**src/logic/lics_consts.svh**
```systemverilog
// constants for the charge sequencer: thresholds in time, presets, flag positions
// assumes a 20 MHz reference clock and a 1 ms time base tick
`ifndef LICS_CONSTS_SVH
`define LICS_CONSTS_SVH

`define LICS_CLK_HZ 20000000
`define LICS_TICK_MS 1
`define LICS_TICK_CYCLES ((`LICS_CLK_HZ / 1000) * `LICS_TICK_MS)
`define LICS_MS_PER_MIN 60000
`define LICS_FILTER_MS 1
`define LICS_FLASH_PERIOD_MS 1600
`define LICS_FLASH_HALF_MS (`LICS_FLASH_PERIOD_MS / 2)
`define LICS_PRECOND_MIN 32
`define LICS_SAFETY_4H_MIN 240
`define LICS_SAFETY_6H_MIN 360
`define LICS_SAFETY_8H_MIN 480

// safety timer option codes
`define LICS_SAFETY_OFF 2'h0

// current levels driven to the analog front end
`define LICS_CUR_OFF 2'h0
`define LICS_CUR_DETECT 2'h1
`define LICS_CUR_TENTH 2'h2
`define LICS_CUR_FULL 2'h3

// positions in the synchronised flag vector
`define LICS_F_SUPPLY 0
`define LICS_F_PRESENT 1
`define LICS_F_CURRENT_SET_PIN 2
`define LICS_F_SHORT 3
`define LICS_F_SHORT_HI 4
`define LICS_F_PRECOND 5
`define LICS_F_REG 6
`define LICS_F_RECHG 7
`define LICS_F_OVER 8
`define LICS_F_TERM 9
`define LICS_F_HOT 10
`define LICS_F_COOL 11
`define LICS_F_WARM 12
`define LICS_NFLAGS 13

`endif

```
**src/logic/lics_pkg.sv**
```systemverilog
// types shared by the charge sequencer
// assumes nothing beyond a SystemVerilog compiler
package lics_pkg;

  typedef enum logic [3:0] {
    LICS_SHUTDOWN = 4'h0,
    LICS_STANDBY = 4'h1,
    LICS_SHORT = 4'h2,
    LICS_PRECOND = 4'h3,
    LICS_FAST_CC = 4'h4,
    LICS_CONST_V = 4'h5,
    LICS_COMPLETE = 4'h6,
    LICS_TEMP_FAULT = 4'h7,
    LICS_TIMER_FAULT = 4'h8,
    LICS_PRE_FAULT = 4'h9
  } lics_state_e;

endpackage

```
**src/logic/lics_sync.sv**
```systemverilog
// two-stage synchroniser for a vector of comparator flags
// assumes each bit is an independent level; no bus coherency is promised
`timescale 1ns/100ps

module lics_sync #(
  parameter int W = 1
) (
  input wire logic ref_clk,
  input wire logic rstn,
  input wire logic [W-1:0] async_in,
  output logic [W-1:0] sync_out
);

  logic [W-1:0] stage1;

  // first stage feeds the second stage only
  always_ff @(posedge ref_clk) begin
    if (!rstn) begin
      stage1 <= '0;
      sync_out <= '0;
    end else begin
      stage1 <= async_in;
      sync_out <= stage1;
    end
  end

endmodule // lics_sync

```
**src/logic/lics_charger.sv**
```systemverilog
// charge sequencer for a single lithium cell: state machine, timers, status pin
// assumes comparator flags from the analog front end and one 20 MHz clock
`timescale 1ns/100ps
`include "lics_consts.svh"

module lics_charger #(
  parameter int TICK_CYCLES = `LICS_TICK_CYCLES,
  parameter int MS_PER_MIN = `LICS_MS_PER_MIN,
  parameter int FLASH_HALF_MS = `LICS_FLASH_HALF_MS
) (
  input wire logic ref_clk,
  input wire logic rstn,
  input wire logic supply_input_ok,
  input wire logic battery_present,
  input wire logic current_set_pin_ok,
  input wire logic battery_voltage_short,
  input wire logic battery_voltage_short_hi,
  input wire logic battery_voltage_precond,
  input wire logic battery_voltage_reg,
  input wire logic battery_voltage_rechg,
  input wire logic battery_voltage_over,
  input wire logic current_below_term,
  input wire logic die_hot,
  input wire logic die_cooled,
  input wire logic die_warm,
  input wire logic [1:0] vreg_select,
  input wire logic [1:0] term_select,
  input wire logic [1:0] safety_select,
  input wire logic precond_en,
  input wire logic precond_timer_en,
  input wire logic recharge_en,
  input wire logic status_type2,
  input wire logic stat_i,
  output logic stat_o,
  output logic stat_oe_n,
  output logic [1:0] current_level,
  output logic cv_mode,
  output logic thermal_derate,
  output logic [1:0] vreg_code,
  output logic [1:0] term_code,
  output logic [3:0] charge_state
);

  generate
    if (TICK_CYCLES < 2 || MS_PER_MIN < 2 || FLASH_HALF_MS < 2) begin : g_bad
      $error("lics_charger: time base parameters too small");
    end
  endgenerate

  function automatic logic [8:0] safety_limit(input logic [1:0] sel);
    case (sel)
      2'h1: safety_limit = 9'(`LICS_SAFETY_4H_MIN);
      2'h2: safety_limit = 9'(`LICS_SAFETY_6H_MIN);
      default: safety_limit = 9'(`LICS_SAFETY_8H_MIN);
    endcase
  endfunction

  //////////////////////////////////////////////////////////////////////////////
  // synchronised flags
  logic [`LICS_NFLAGS-1:0] raw_flags;
  logic [`LICS_NFLAGS-1:0] f;

  assign raw_flags = {die_warm, die_cooled, die_hot, current_below_term, battery_voltage_over,
                      battery_voltage_rechg, battery_voltage_reg, battery_voltage_precond,
                      battery_voltage_short_hi, battery_voltage_short, current_set_pin_ok,
                      battery_present, supply_input_ok};

  lics_sync #(.W(`LICS_NFLAGS)) u_sync (
    .ref_clk(ref_clk),
    .rstn(rstn),
    .async_in(raw_flags),
    .sync_out(f)
  );

  wire supply_ok = f[`LICS_F_SUPPLY];
  wire attached = f[`LICS_F_PRESENT] && f[`LICS_F_CURRENT_SET_PIN];

  //////////////////////////////////////////////////////////////////////////////
  // time base: ms tick, minute tick, flash phase
  logic [$clog2(TICK_CYCLES)-1:0] tick_cnt;
  logic [$clog2(MS_PER_MIN)-1:0] ms_cnt;
  logic [$clog2(FLASH_HALF_MS)-1:0] flash_cnt;
  logic flash_phase;
  logic [8:0] min_cnt;
  logic [1:0] term_cnt;
  logic lockout;
  lics_pkg::lics_state_e state;
  lics_pkg::lics_state_e next_state;

  wire ms_tick = (tick_cnt == ($clog2(TICK_CYCLES))'(TICK_CYCLES - 1));
  wire min_tick = ms_tick && (ms_cnt == ($clog2(MS_PER_MIN))'(MS_PER_MIN - 1));
  wire flash_end = ms_tick && (flash_cnt == ($clog2(FLASH_HALF_MS))'(FLASH_HALF_MS - 1));

  always_ff @(posedge ref_clk) begin
    if (!rstn) begin
      tick_cnt <= '0;
      ms_cnt <= '0;
      flash_cnt <= '0;
      flash_phase <= 1'b0;
    end else begin
      tick_cnt <= ms_tick ? '0 : tick_cnt + 1'b1;
      if (ms_tick) ms_cnt <= min_tick ? '0 : ms_cnt + 1'b1;
      if (ms_tick) flash_cnt <= flash_end ? '0 : flash_cnt + 1'b1;
      if (flash_end) flash_phase <= !flash_phase;
    end
  end

  //////////////////////////////////////////////////////////////////////////////
  // charge timers and termination filter
  wire enter_timed = (next_state != state) &&
                     (next_state == lics_pkg::LICS_FAST_CC || next_state == lics_pkg::LICS_PRECOND);
  wire safety_on = (safety_select != `LICS_SAFETY_OFF);
  wire safety_exp = safety_on && (min_cnt >= safety_limit(safety_select));
  wire pre_exp = precond_timer_en && (min_cnt >= 9'(`LICS_PRECOND_MIN));
  // the ms tick is unaligned to the flag, so one extra tick guarantees a full interval
  wire term_ok = (term_cnt == 2'(`LICS_FILTER_MS + 1));

  always_ff @(posedge ref_clk) begin
    if (!rstn) begin
      min_cnt <= '0;
      term_cnt <= '0;
    end else begin
      if (enter_timed) min_cnt <= '0;
      else if (min_tick && min_cnt != 9'h1ff) min_cnt <= min_cnt + 1'b1;
      if (state != lics_pkg::LICS_CONST_V || !f[`LICS_F_TERM]) term_cnt <= '0;
      else if (ms_tick && !term_ok) term_cnt <= term_cnt + 1'b1;
    end
  end

  //////////////////////////////////////////////////////////////////////////////
  // state machine
  wire charging = (state == lics_pkg::LICS_PRECOND) || (state == lics_pkg::LICS_FAST_CC) ||
                  (state == lics_pkg::LICS_CONST_V) || (state == lics_pkg::LICS_SHORT);
  wire qualify = !lockout && attached && f[`LICS_F_RECHG] && !f[`LICS_F_HOT] &&
                 !f[`LICS_F_OVER];
  wire terminate = (state == lics_pkg::LICS_CONST_V) && (term_ok || safety_exp);
  wire is_fault = (state == lics_pkg::LICS_TEMP_FAULT) || (state == lics_pkg::LICS_TIMER_FAULT) ||
                  (state == lics_pkg::LICS_PRE_FAULT);

  always_comb begin
    next_state = state;
    unique case (state)
      lics_pkg::LICS_SHUTDOWN: next_state = lics_pkg::LICS_STANDBY;
      lics_pkg::LICS_STANDBY: begin
        if (qualify) begin
          if (f[`LICS_F_SHORT]) next_state = lics_pkg::LICS_SHORT;
          else if (precond_en && !f[`LICS_F_PRECOND]) next_state = lics_pkg::LICS_PRECOND;
          else next_state = lics_pkg::LICS_FAST_CC;
        end
      end
      lics_pkg::LICS_SHORT:
        if (f[`LICS_F_SHORT_HI]) next_state = lics_pkg::LICS_PRECOND;
      lics_pkg::LICS_PRECOND: begin
        if (pre_exp) next_state = lics_pkg::LICS_PRE_FAULT;
        else if (f[`LICS_F_SHORT]) next_state = lics_pkg::LICS_SHORT;
        else if (f[`LICS_F_PRECOND]) next_state = lics_pkg::LICS_FAST_CC;
      end
      lics_pkg::LICS_FAST_CC: begin
        if (safety_exp) next_state = lics_pkg::LICS_TIMER_FAULT;
        else if (f[`LICS_F_SHORT]) next_state = lics_pkg::LICS_SHORT;
        else if (f[`LICS_F_REG]) next_state = lics_pkg::LICS_CONST_V;
      end
      lics_pkg::LICS_CONST_V:
        if (terminate) next_state = recharge_en ? lics_pkg::LICS_COMPLETE
                                                 : lics_pkg::LICS_STANDBY;
      lics_pkg::LICS_COMPLETE:
        if (recharge_en && f[`LICS_F_RECHG]) next_state = lics_pkg::LICS_STANDBY;
      lics_pkg::LICS_TEMP_FAULT:
        if (f[`LICS_F_COOL]) next_state = lics_pkg::LICS_STANDBY;
      lics_pkg::LICS_TIMER_FAULT, lics_pkg::LICS_PRE_FAULT:
        if (!f[`LICS_F_PRESENT]) next_state = lics_pkg::LICS_STANDBY;
      default: next_state = lics_pkg::LICS_SHUTDOWN;
    endcase
    // overriding conditions, strongest last
    if (charging && f[`LICS_F_OVER]) next_state = lics_pkg::LICS_STANDBY;
    if (charging && f[`LICS_F_HOT]) next_state = lics_pkg::LICS_TEMP_FAULT;
    if ((charging || state == lics_pkg::LICS_COMPLETE || state == lics_pkg::LICS_TEMP_FAULT) &&
        !attached) next_state = lics_pkg::LICS_STANDBY;
    if (!supply_ok) next_state = lics_pkg::LICS_SHUTDOWN;
  end

  always_ff @(posedge ref_clk) begin
    if (!rstn) state <= lics_pkg::LICS_SHUTDOWN;
    else state <= next_state;
  end

  // removal, current-set pin release or supply loss re-arms a non-recharge part
  always_ff @(posedge ref_clk) begin
    if (!rstn) lockout <= 1'b0;
    else if (terminate && !recharge_en) lockout <= 1'b1;
    else if (!supply_ok || !attached) lockout <= 1'b0;
  end

  //////////////////////////////////////////////////////////////////////////////
  // outputs, all registered
  wire pull_low = charging && state != lics_pkg::LICS_SHORT;
  wire flash_low = is_fault && state != lics_pkg::LICS_SHORT && status_type2 && flash_phase;
  logic [1:0] next_level;

  assign next_level = (state == lics_pkg::LICS_SHORT) ? `LICS_CUR_DETECT :
                      (state == lics_pkg::LICS_PRECOND) ? `LICS_CUR_TENTH :
                      (state == lics_pkg::LICS_FAST_CC || state == lics_pkg::LICS_CONST_V) ?
                      `LICS_CUR_FULL : `LICS_CUR_OFF;

  always_ff @(posedge ref_clk) begin
    if (!rstn) begin
      stat_o <= 1'b0;
      stat_oe_n <= 1'b1;
      current_level <= `LICS_CUR_OFF;
      cv_mode <= 1'b0;
      thermal_derate <= 1'b0;
      vreg_code <= 2'h0;
      term_code <= 2'h0;
      charge_state <= 4'h0;
    end else begin
      stat_o <= 1'b0;
      stat_oe_n <= !(pull_low || flash_low);
      current_level <= next_level;
      cv_mode <= (state == lics_pkg::LICS_CONST_V);
      thermal_derate <= f[`LICS_F_WARM];
      vreg_code <= vreg_select;
      term_code <= term_select;
      charge_state <= state;
    end
  end
endmodule // lics_charger

```
**config.mk**
```make
export PLATFORM = sky130hd
export DESIGN_NAME = lics_charger
export DESIGN_NICKNAME = d
export VERILOG_FILES = /design/src/logic/lics_pkg.sv /design/src/logic/lics_sync.sv /design/src/logic/lics_charger.sv
export VERILOG_INCLUDE_DIRS = /design/src /design/src/logic
export SDC_FILE = /design/constraint.sdc
export NUM_CORES = 1
export LEC_CHECK = 0
export ABC_AREA = 1
export CAP_MARGIN = 20
export CORE_MARGIN = 4
export CORE_UTILIZATION = 63
export DETAILED_ROUTE_END_ITERATION = 7
export DONT_BUFFER_PORTS = 1
export PLACE_DENSITY_LB_ADDON = 0.12
export SLEW_MARGIN = 0
export SYNTH_ARGS = -nofsm -noshare
export SYNTH_HDL_FRONTEND = slang
export SYNTH_HIERARCHICAL = 1
export SYNTH_SLANG_ARGS = --single-unit
```
**constraint.sdc**
```tcl
create_clock -name ref_clk -period 2.8 [get_ports ref_clk]
set_input_delay 0.84 -clock ref_clk [delete_from_list [all_inputs] [get_ports ref_clk]]
set_output_delay 0.84 -clock ref_clk [all_outputs]
set_load 0.005 [all_outputs]
```
Word level (Yosys, flattened, before mapping). Cells that the tools add are included. Widths: inputs -> output; s select.

Word-level logic and storage cells: 130. Output and inout bits: 14. Register bits after elaboration: 97. Bits of input ports: 26.

Bitwise operators: 1. Reductions and logical operators: 55. Add/sub/neg operators: 5. Muxes and demuxes: 28. Equal/unequal tests: 21. Order comparisons: 2.

Operator list (count): $mux 4 (16); $pmux 4 s9 (1); $logic_and 1x1->1 (23); $eq 4x3->1 const B (5); $pmux 9 s2 (1); $add 16x1->16 const B (1); $eq 16x16->1 const B (1); $mux 16 (1); $add 15x1->15 const B (1); $eq 15x15->1 const B (1); $logic_or 1x1->1 (13); $eq 4x2->1 const B (3); $logic_not 1->1 (11); $add 10x1->10 const B (1); $eq 10x10->1 const B (1); $mux 10 (1); $reduce_or 2->1 (5); $add 9x1->9 const B (1); $ge 9x6->1 const B (1); $ge 9x9->1 (1); $mux 3 (3); $ne 9x9->1 const B (1); $eq 4x4->1 const B (2); $eq 2x2->1 const B (2); 11 further kinds (15).

Longest topological paths before layout. Gate-level depths: netlist (run 1).

Word-level depth: 16. Gate-level depth with buffers: 21. Depth with buffers taken out: 21.

By module. Netlist (run 1), hierarchy kept.

By module, submodules not included: lics_charger (cells each 568, sequential area each 1421.4 sq um, instances 1, area an instance 3837.4 sq um); lics_sync (cells each 81, sequential area each 520.5 sq um, instances 1, area an instance 749.5 sq um).

Worst setup path after synthesis (run 1). OpenSTA, ideal clock, no wires.

Path kind: input port to flip-flop. Start: input safety_select[0]. End: register min_cnt[0]. Path slack: 259 ps. Arrival time: 2425 ps. Setup time: 116 ps. Required time: 2684 ps. Cell stages on the path: 21. Buffers on the path: 0. Cells stage by stage: inv_1 -> nor2_1 -> inv_1 -> ha_1 -> nand2_1 -> nor2_1 -> nand2_1 -> nand3_1 -> nand2_1 -> nand2_1 -> nand2_1 -> nand2_1 -> nand3_1 -> nand2_1 -> nand2_1 -> nor2_1 -> nand2_1 -> nand2_1 -> nand2_1 -> nand2_2 -> nor2_1.

Longest elaborated chain between the ends: 16. Elaborated cells between the ends (all ways): 21. Classes of those cells: order compare: 1; eq/ne: 5; mux: 8; reduce/logical: 7.

Ends and longest elaborated chain: from (decl) (line lics_charger.sv:28) `input wire logic [1:0] safety_select,`; $eq 2x2->1 / $eq 2x1->1 (equally long branches) (line lics_charger.sv:51) `case (sel)`; $pmux 9 s2 (line lics_charger.sv:51); $ge 9x9->1 (line lics_charger.sv:113) `wire safety_exp = safety_on && (min_cnt >= safety_limit(safety_select));`; $logic_and 1x1->1 (*) (line lics_charger.sv:113); $logic_or 1x1->1 (line lics_charger.sv:136) `wire terminate = (state == lics_pkg::LICS_CONST_V) && (term_ok || safety_exp);`; $logic_and 1x1->1 (line lics_charger.sv:136); $mux 4 (line lics_charger.sv:164) `if (terminate) next_state = recharge_en ? lics_pkg::LICS_COMPLETE`; $pmux 4 s9 (*) (line lics_charger.sv:142) `unique case (state)`; $mux 4 (*) (line lics_charger.sv:175) `` if (charging && f[`LICS_F_OVER]) next_state = lics_pkg::LICS_STANDBY; ``; $mux 4 (*) (line lics_charger.sv:176) `` if (charging && f[`LICS_F_HOT]) next_state = lics_pkg::LICS_TEMP_FAULT; ``; $mux 4 (*) (line lics_charger.sv:177) `if ((charging || state == lics_pkg::LICS_COMPLETE || state == lics_pkg::LICS_TEMP_FAULT) &&`; $mux 4 (*) (line lics_charger.sv:179) `if (!supply_ok) next_state = lics_pkg::LICS_SHUTDOWN;`; $eq 4x3->1 / $eq 4x2->1 (equally long branches) (line lics_charger.sv:111) `(next_state == lics_pkg::LICS_FAST_CC || next_state == lics_pkg::LICS_PRECOND);`; $logic_or 1x1->1 (line lics_charger.sv:111); $logic_and 1x1->1 (*) (line lics_charger.sv:110) `wire enter_timed = (next_state != state) &&`; $reduce_or 2->1 (no source line) (*); to (signal assigned) (line lics_charger.sv:124) `else if (min_tick && min_cnt != 9'h1ff) min_cnt <= min_cnt + 1'b1;`; to (decl) (line lics_charger.sv:84) `logic [8:0] min_cnt;`.

Every way passes the cells marked *; elsewhere a longest branch is shown, timed or not. A chain may end at the register's enable or synchronous reset.

Worst setup path after layout (run 1).
Start: input safety_select[0]. End: register min_cnt[2].

The elaborated chain is that of the path after synthesis.

==> run metrics, run 1 <==
status complete, no violations; CTS tree done; multi-input logic area 2110 µm²; R2R cell count 19; total power 2.49 mW; critical path launch point type primary input; Post-CTS Setup Bufs 0; top_reg_cell synth dfxtp_1; switching pwr 534 µW; register area 1940 µm²; synth unique cells 44; hold_buf cts 0; IO Port Bufs 0; maximum clock frequency 396 MHz; clock power share 0.407; first-pass detailed-route iteration total 5; core area 6940 µm²; Worst Hold Depth 2; DR vias/cell 5.15; Crit path top cell by count nand2_1; Synth area leader dfxtp_1; Total Routed Length 8770 µm; EDFF count, synth 0; DP Wirelength 6430 µm; Area contributors post-synth dfxtp_1, nand2_1, inv_1, nor2_1, nand3_1; vias in the first global route 3,348; pin count of the biggest net entering global routing 42; antenna fix cells 0; GRT Overall Usage 0.211; area post-placement 4650 µm²; layout net count 689; RSZ-0062 raised after global routing false; slew margin rel. 0.642; # DRC 0; clk_lat worst skew 360 ps; synthesized cell area 4590 µm²; minimum clock period after layout 2530 ps; CTS Buf Count 9; IO Pins 40; VDD IR max 0.000433 V; Max Transition Viols Final 0; Comb pwr share 0.025; fillcell total 589; endpoint class of the critical path register; # H-tree levels 3; clk root buf clkbuf_8; clock buffer depth 2; Net Sw Frac 0.214; number of synthesized register bits 97; Final setup violation count 0; Post-synth ARST share 0; Synthesis Warnings 6; first-pass GRT wire length 14,800 µm; slew of the pin with the lowest slew margin 535 ps; pwr dens 512 nW/µm²; most frequent cell after synthesis nand2_1; initial drt markers 164; DIE HEIGHT 93.3 µm; Final period util 0.903; gpl congestion 0.933; cell count after synthesis 649; Avg Cell Area, Syn 7.07 µm²; initial antenna violation count 0; Layout Skew 12.9 ps; post-CTS resize count 0; post-synth top area share 0.423; vias after detailed routing 3,878; Hold Path Class reg2reg; CP cell instances inv_1 -> nor2_1 -> inv_1 -> ha_1 -> nand2_1 -> nor2_1 -> nand2_1 -> nand3_1 -> nand2_1 -> nand2_1 -> nand2_1 -> nand2_1 -> nand3_1 -> nand2_1 -> nand2_1 -> nor2_1 -> nand2_1 -> nand2_1 -> nand2_1 -> nand2_2 -> nor2_1; slowest cell on the critical path ha_1; Max-Cap Viols 0; placed insts 737; leak pwr 2.22 nW; Post-synth top cells nand2_1, inv_1, dfxtp_1; final hold violation count 0; Int Pwr 1.96 mW; Die X 93.3 µm; Finished Cell Area 4880 µm²; row count 30; CP Max Fanout 9; Worst path max stage delay 280 ps; share of cells above drive strength 1 0.0670; sequential share of power 0.567; Detail Route Antenna Nets 0; Clk pin slew, worst setup/hold paths 90 ps; register area share after synthesis 0.423; die footprint 8710 µm²; per-cell routed wire length 11.6 µm; Layout Area Growth over Synthesis 6.30%; WP data arrival 2780 ps; CP Class in2reg; Starting Density 0.661; syn_nets 686; fin cells 753; data required time of the critical path 3050 ps; setup_tns 0 ps; GRT Residual Overflow 0; Sink Count 97
==> cell families (layout without fill, tap and decap cells) <==
kind of cell             Yosys count  count (layout)  synth area share
AO/OA/AOI/OAI                     63              63            0.0750
AND/OR/NAND/NOR                  333             333             0.330
buffers and inverters            131             139             0.116
XOR/XNOR                          13              13            0.0248
other                              1               1          0.000818
adder cells (fa/ha/maj)           11              11            0.0300
flip-flops                        97              97             0.423
==> power by group through the flow <==
stage                     logic (mW)  registers (mW)  clock network [mW]
after detailed placement      0.0633            1.45                   0
after global placement        0.0608            1.45                   0
final                         0.0634            1.42                1.02
after floorplan               0.0644            1.44                   0
after CTS                     0.0639            1.42                1.04
after global routing          0.0755            1.42                1.10
==> area by class of cell <==
type,instances,share of cell area
well taps,96,0.0246
multi-input cells,421,0.433
clock inverters,5,0.0177
clock buffers,11,0.0290
inverters,120,0.0926
flip-flops and latches,97,0.398
repair buffers,3,0.00462
==> layer usage <==
metal / vias to the layer above / part of all wire / track usage
li1: 2039 / - / -
met1: 1745 / 0.48 / 0.276
met2: 86 / 0.47 / 0.347
met3: 8 / 0.047 / 0.0499
met4: 0 / 0.011 / 0.0611
met5: - / 0 / 0
==> flip-flops by register name, indices dropped and copies added, names as in the netlist, 2 cells and up <==
register         cells
u_sync/sync_out     13
state                4
current_level        2
flash_cnt           10
term_code            2
u_sync/stage1       13
ms_cnt              16
min_cnt              9
term_cnt             2
tick_cnt            15
charge_state         4
vreg_code            2
==> placed cells by master (no fill, tap or decap), drive strengths merged, types with 2 or more instances in the layout <==
| cell | Yosys | final |
|---|---|---|
| xor2 | 10 | 10 |
| inv | 119 | 120 |
| ha | 11 | 11 |
| nand2 | 157 | 157 |
| clkbuf | 3 | 11 |
| xnor2 | 3 | 3 |
| nor2 | 75 | 75 |
| and3 | 3 | 3 |
| a21oi | 25 | 25 |
| nand3 | 42 | 42 |
| nor3b | 2 | 2 |
| nor4 | 10 | 10 |
| o31ai | 2 | 2 |
| bufinv | 0 | 2 |
| o21ai | 28 | 28 |
| and2 | 2 | 2 |
| buf | 8 | 3 |
| a31oi | 2 | 2 |
| nand4 | 14 | 14 |
| or2 | 2 | 2 |
| nor3 | 24 | 24 |
| clkinv | 1 | 3 |
| dfxtp | 97 | 97 |
==> final timing paths <==
kind                                                  endpoint  slack, ps                         start
worst min-delay path            u_sync/sync_out[11]$_SDFF_PN0_        410  u_sync/stage1[11]$_SDFF_PN0_
worst max register to register         min_cnt[2]$_SDFFE_PP0P_        540       min_cnt[3]$_SDFFE_PP0P_
worst max-delay path                   min_cnt[2]$_SDFFE_PP0P_        270              safety_select[0]
worst min register to register  u_sync/sync_out[11]$_SDFF_PN0_        410  u_sync/stage1[11]$_SDFF_PN0_
==> critical path, delay by kind of cell <==
kind	cells	cell delay (ps)
buffers and inverters	2	90
and+or+nand+nor	18	1560
adders and majority gates	1	280
==> metrics by stage <==
| step | worst slack [ps] | hold slack [ps] | utilization |
|---|---|---|---|
| 3_3_place_gp | -40.0 | 391 | 0.669 |
| 4_1_cts | 273 | 411 | 0.702 |
| 5_1_grt | 68.7 | 418 | 0.702 |
| 3_5_place_dp | -106 | 391 | 0.669 |
| 6_report | 273 | 411 | 0.702 |
| 2_1_floorplan | 259 | 386 | - |
No activity file was read; power rests on OpenSTA's default activity.
==> run 2: changes to the inputs <==
--- a/config.mk
+++ b/config.mk
@@ -13,6 +13,7 @@
 export DETAILED_ROUTE_END_ITERATION = 7
 export DONT_BUFFER_PORTS = 1
 export PLACE_DENSITY_LB_ADDON = 0.12
+export REMOVE_ABC_BUFFERS = 1
 export SLEW_MARGIN = 0
 export SYNTH_ARGS = -nofsm -noshare
 export SYNTH_HDL_FRONTEND = slang
==> run metrics, run 2 (synthesis gave the netlist of run 1 again) <==
first-pass GRT wire length 14,600 µm (-1.3%); clock buffer depth 2 (unchanged); core area 6940 µm² (unchanged); CTS Buf Count 9 (unchanged); biggest regs ms_cnt (16), tick_cnt (15); antenna fix cells 0 (unchanged); row count 30 (unchanged); clk_lat worst skew 350 ps (about the same); IO Port Bufs 0 (unchanged); Final period util 0.887 (-0.0151); # H-tree levels 3 (unchanged); Worst path max stage delay 280 ps (about the same); Int Pwr 1.78 mW (-9.3%); RR Endpoint min_cnt[1]$_SDFFE_PP0P_; critical path launch point type primary input; CP Max Fanout 9 (unchanged); gpl congestion 0.934 (+0.11%); vias after detailed routing 3,852 (-0.67%); slew of the pin with the lowest slew margin 507 ps (-28.6 ps); endpoint class of the critical path register; setup_tns 0 ps (unchanged); VDD IR max 0.000420 V (-2.9%); worst setup path endpoint min_cnt[1]$_SDFFE_PP0P_; Clk pin slew, worst setup/hold paths 100 ps (about the same); IO Pins 40 (unchanged); minimum clock period after layout 2480 ps (-42.1 ps); sequential share of power 0.604 (+0.037); GRT Overall Usage 0.205 (-0.00563); # DRC 0 (unchanged); Sink Count 97 (unchanged); slew margin rel. 0.662 (+0.0200); maximum clock frequency 402 MHz (+1.7%); per-cell routed wire length 11.2 µm (-4.1%); commonest non-fill, non-tap cell in the layout nand2_1; CTS tree done; initial antenna violation count 1 (+1); leak pwr 2.21 nW (-0.70%); pin count of the biggest net entering global routing 42 (unchanged); slowest cell on the critical path ha_1; clock power share 0.368 (-0.039); launching point of the worst reg2reg path min_cnt[3]$_SDFFE_PP0P_; Net Sw Frac 0.241 (+0.0268); Die X 93.3 µm (unchanged); fin cells 753 (unchanged); max reg flops 16 (unchanged); Post-CTS Setup Bufs 0 (unchanged); r2r setup slk 580 ps (+40 ps); Total Routed Length 8410 µm (-4.1%); CP cell instances inv_1 -> nor2_1 -> inv_1 -> ha_1 -> nand2_1 -> nor2_1 -> nand2_1 -> nand3_1 -> nand2_1 -> nand2_1 -> nand2_1 -> nand2_1 -> nand3_1 -> nand2_1 -> nand2_1 -> nor2_1 -> nand2_1 -> nand2_1 -> nand2_1 -> nand2_4 -> nor2_1; share of cells above drive strength 1 0.0685 (+0.00152); vias in the first global route 3,473 (+3.7%); RSZ-0062 raised after global routing false; Final setup violation count 0 (unchanged); hold_buf cts 0 (unchanged); worst setup path startpoint safety_select[0]; CP Class in2reg; largest reg by FF count ms_cnt; R2R cell count 19 (unchanged); data required time of the critical path 3050 ps (about the same); die footprint 8710 µm² (unchanged); layout net count 689 (unchanged); WP data arrival 2740 ps (-40 ps); DIE HEIGHT 93.3 µm (unchanged); Comb pwr share 0.028 (+0.003); Layout Area Growth over Synthesis 5.62%; GRT Residual Overflow 0 (unchanged); DR vias/cell 5.12 (-0.67%); initial drt markers 163 (-0.61%); Max-Cap Viols 0 (unchanged); clk root buf clkbuf_8; most frequent cells in the layout nand2_1, inv_1, dfxtp_1, nor2_1, nand3_1; Detail Route Antenna Nets 0 (unchanged); switching pwr 565 µW (+5.7%); Crit path top cell by count nand2_1; post-CTS resize count 0 (unchanged); first-pass detailed-route iteration total 5 (unchanged); DP Wirelength 6420 µm (-0.14%); Hold Path Class reg2reg; Starting Density 0.661 (unchanged); Max Transition Viols Final 0 (unchanged); pwr dens 484 nW/µm² (-5.4%); final hold violation count 0 (unchanged); Layout Skew 6.33 ps (-6.59 ps); status complete, no violations; placed insts 737 (unchanged)
[run 2: worst min path at each step]
stage	from	endpoint	slack [ps]	cells after the start
floorplan	u_sync/stage1[11]$_SDFF_PN0_	u_sync/sync_out[11]$_SDFF_PN0_	390	2
global placement	u_sync/stage1[11]$_SDFF_PN0_	u_sync/sync_out[11]$_SDFF_PN0_	390	2
detailed placement	u_sync/stage1[11]$_SDFF_PN0_	u_sync/sync_out[11]$_SDFF_PN0_	390	2
CTS	u_sync/stage1[8]$_SDFF_PN0_	u_sync/sync_out[8]$_SDFF_PN0_	410	2
global route	u_sync/stage1[0]$_SDFF_PN0_	u_sync/sync_out[0]$_SDFF_PN0_	430	2
finish	u_sync/stage1[0]$_SDFF_PN0_	u_sync/sync_out[0]$_SDFF_PN0_	410	2
[run 2: area by class of cell]
cell class	count	area (µm²)
Fill cell	586	2100
Multi-Input combinational cell	421	2120
Clock inverter	7	67.6
Tap cell	96	120
Timing Repair Buffer	3	22.5
Inverter	120	452
Sequential cell	97	1940
Clock buffer	9	124
[run 2: routing by layer]
| metal | GRT usage | vias to the layer above | wire, µm |
|---|---|---|---|
| li1 | - | 2042 | - |
| met2 | 0.344 | 82 | 3910 |
| met1 | 0.264 | 1715 | 4000 |
| met4 | 0.0733 | 2 | 106 |
| met3 | 0.0386 | 11 | 383 |
| met5 | 0 | - | 7 |
[run 2: power by group through the flow]
stage	Combinational (mW)	Sequential (mW)	Clock [mW]
after CTS	0.0657	1.42	0.893
after detailed placement	0.0655	1.45	0
after global routing	0.0786	1.42	0.952
after global placement	0.0617	1.45	0
final	0.0650	1.42	0.864
after floorplan	0.0502	1.44	0
[run 2: metrics by stage]
step | utilization | power (mW) | area [µm²] | setup slack, ps | hold slack (ps)
6_report | 0.698 | 2.34 | 4840 | 315 | 411
5_1_grt | 0.698 | 2.45 | 4840 | 18.0 | 432
4_1_cts | 0.697 | 2.37 | 4840 | 319 | 412
3_5_place_dp | 0.669 | 1.51 | 4650 | -66.2 | 394
3_3_place_gp | 0.669 | 1.51 | 4650 | 14.4 | 391
2_1_floorplan | - | 1.49 | 4510 | 259 | 386
[run 2: worst max-delay path: cells and delay by family]
kind,cells,cell delay (ps)
simple gates,18,1530
fa+ha+maj,1,280
buf+inv,2,90
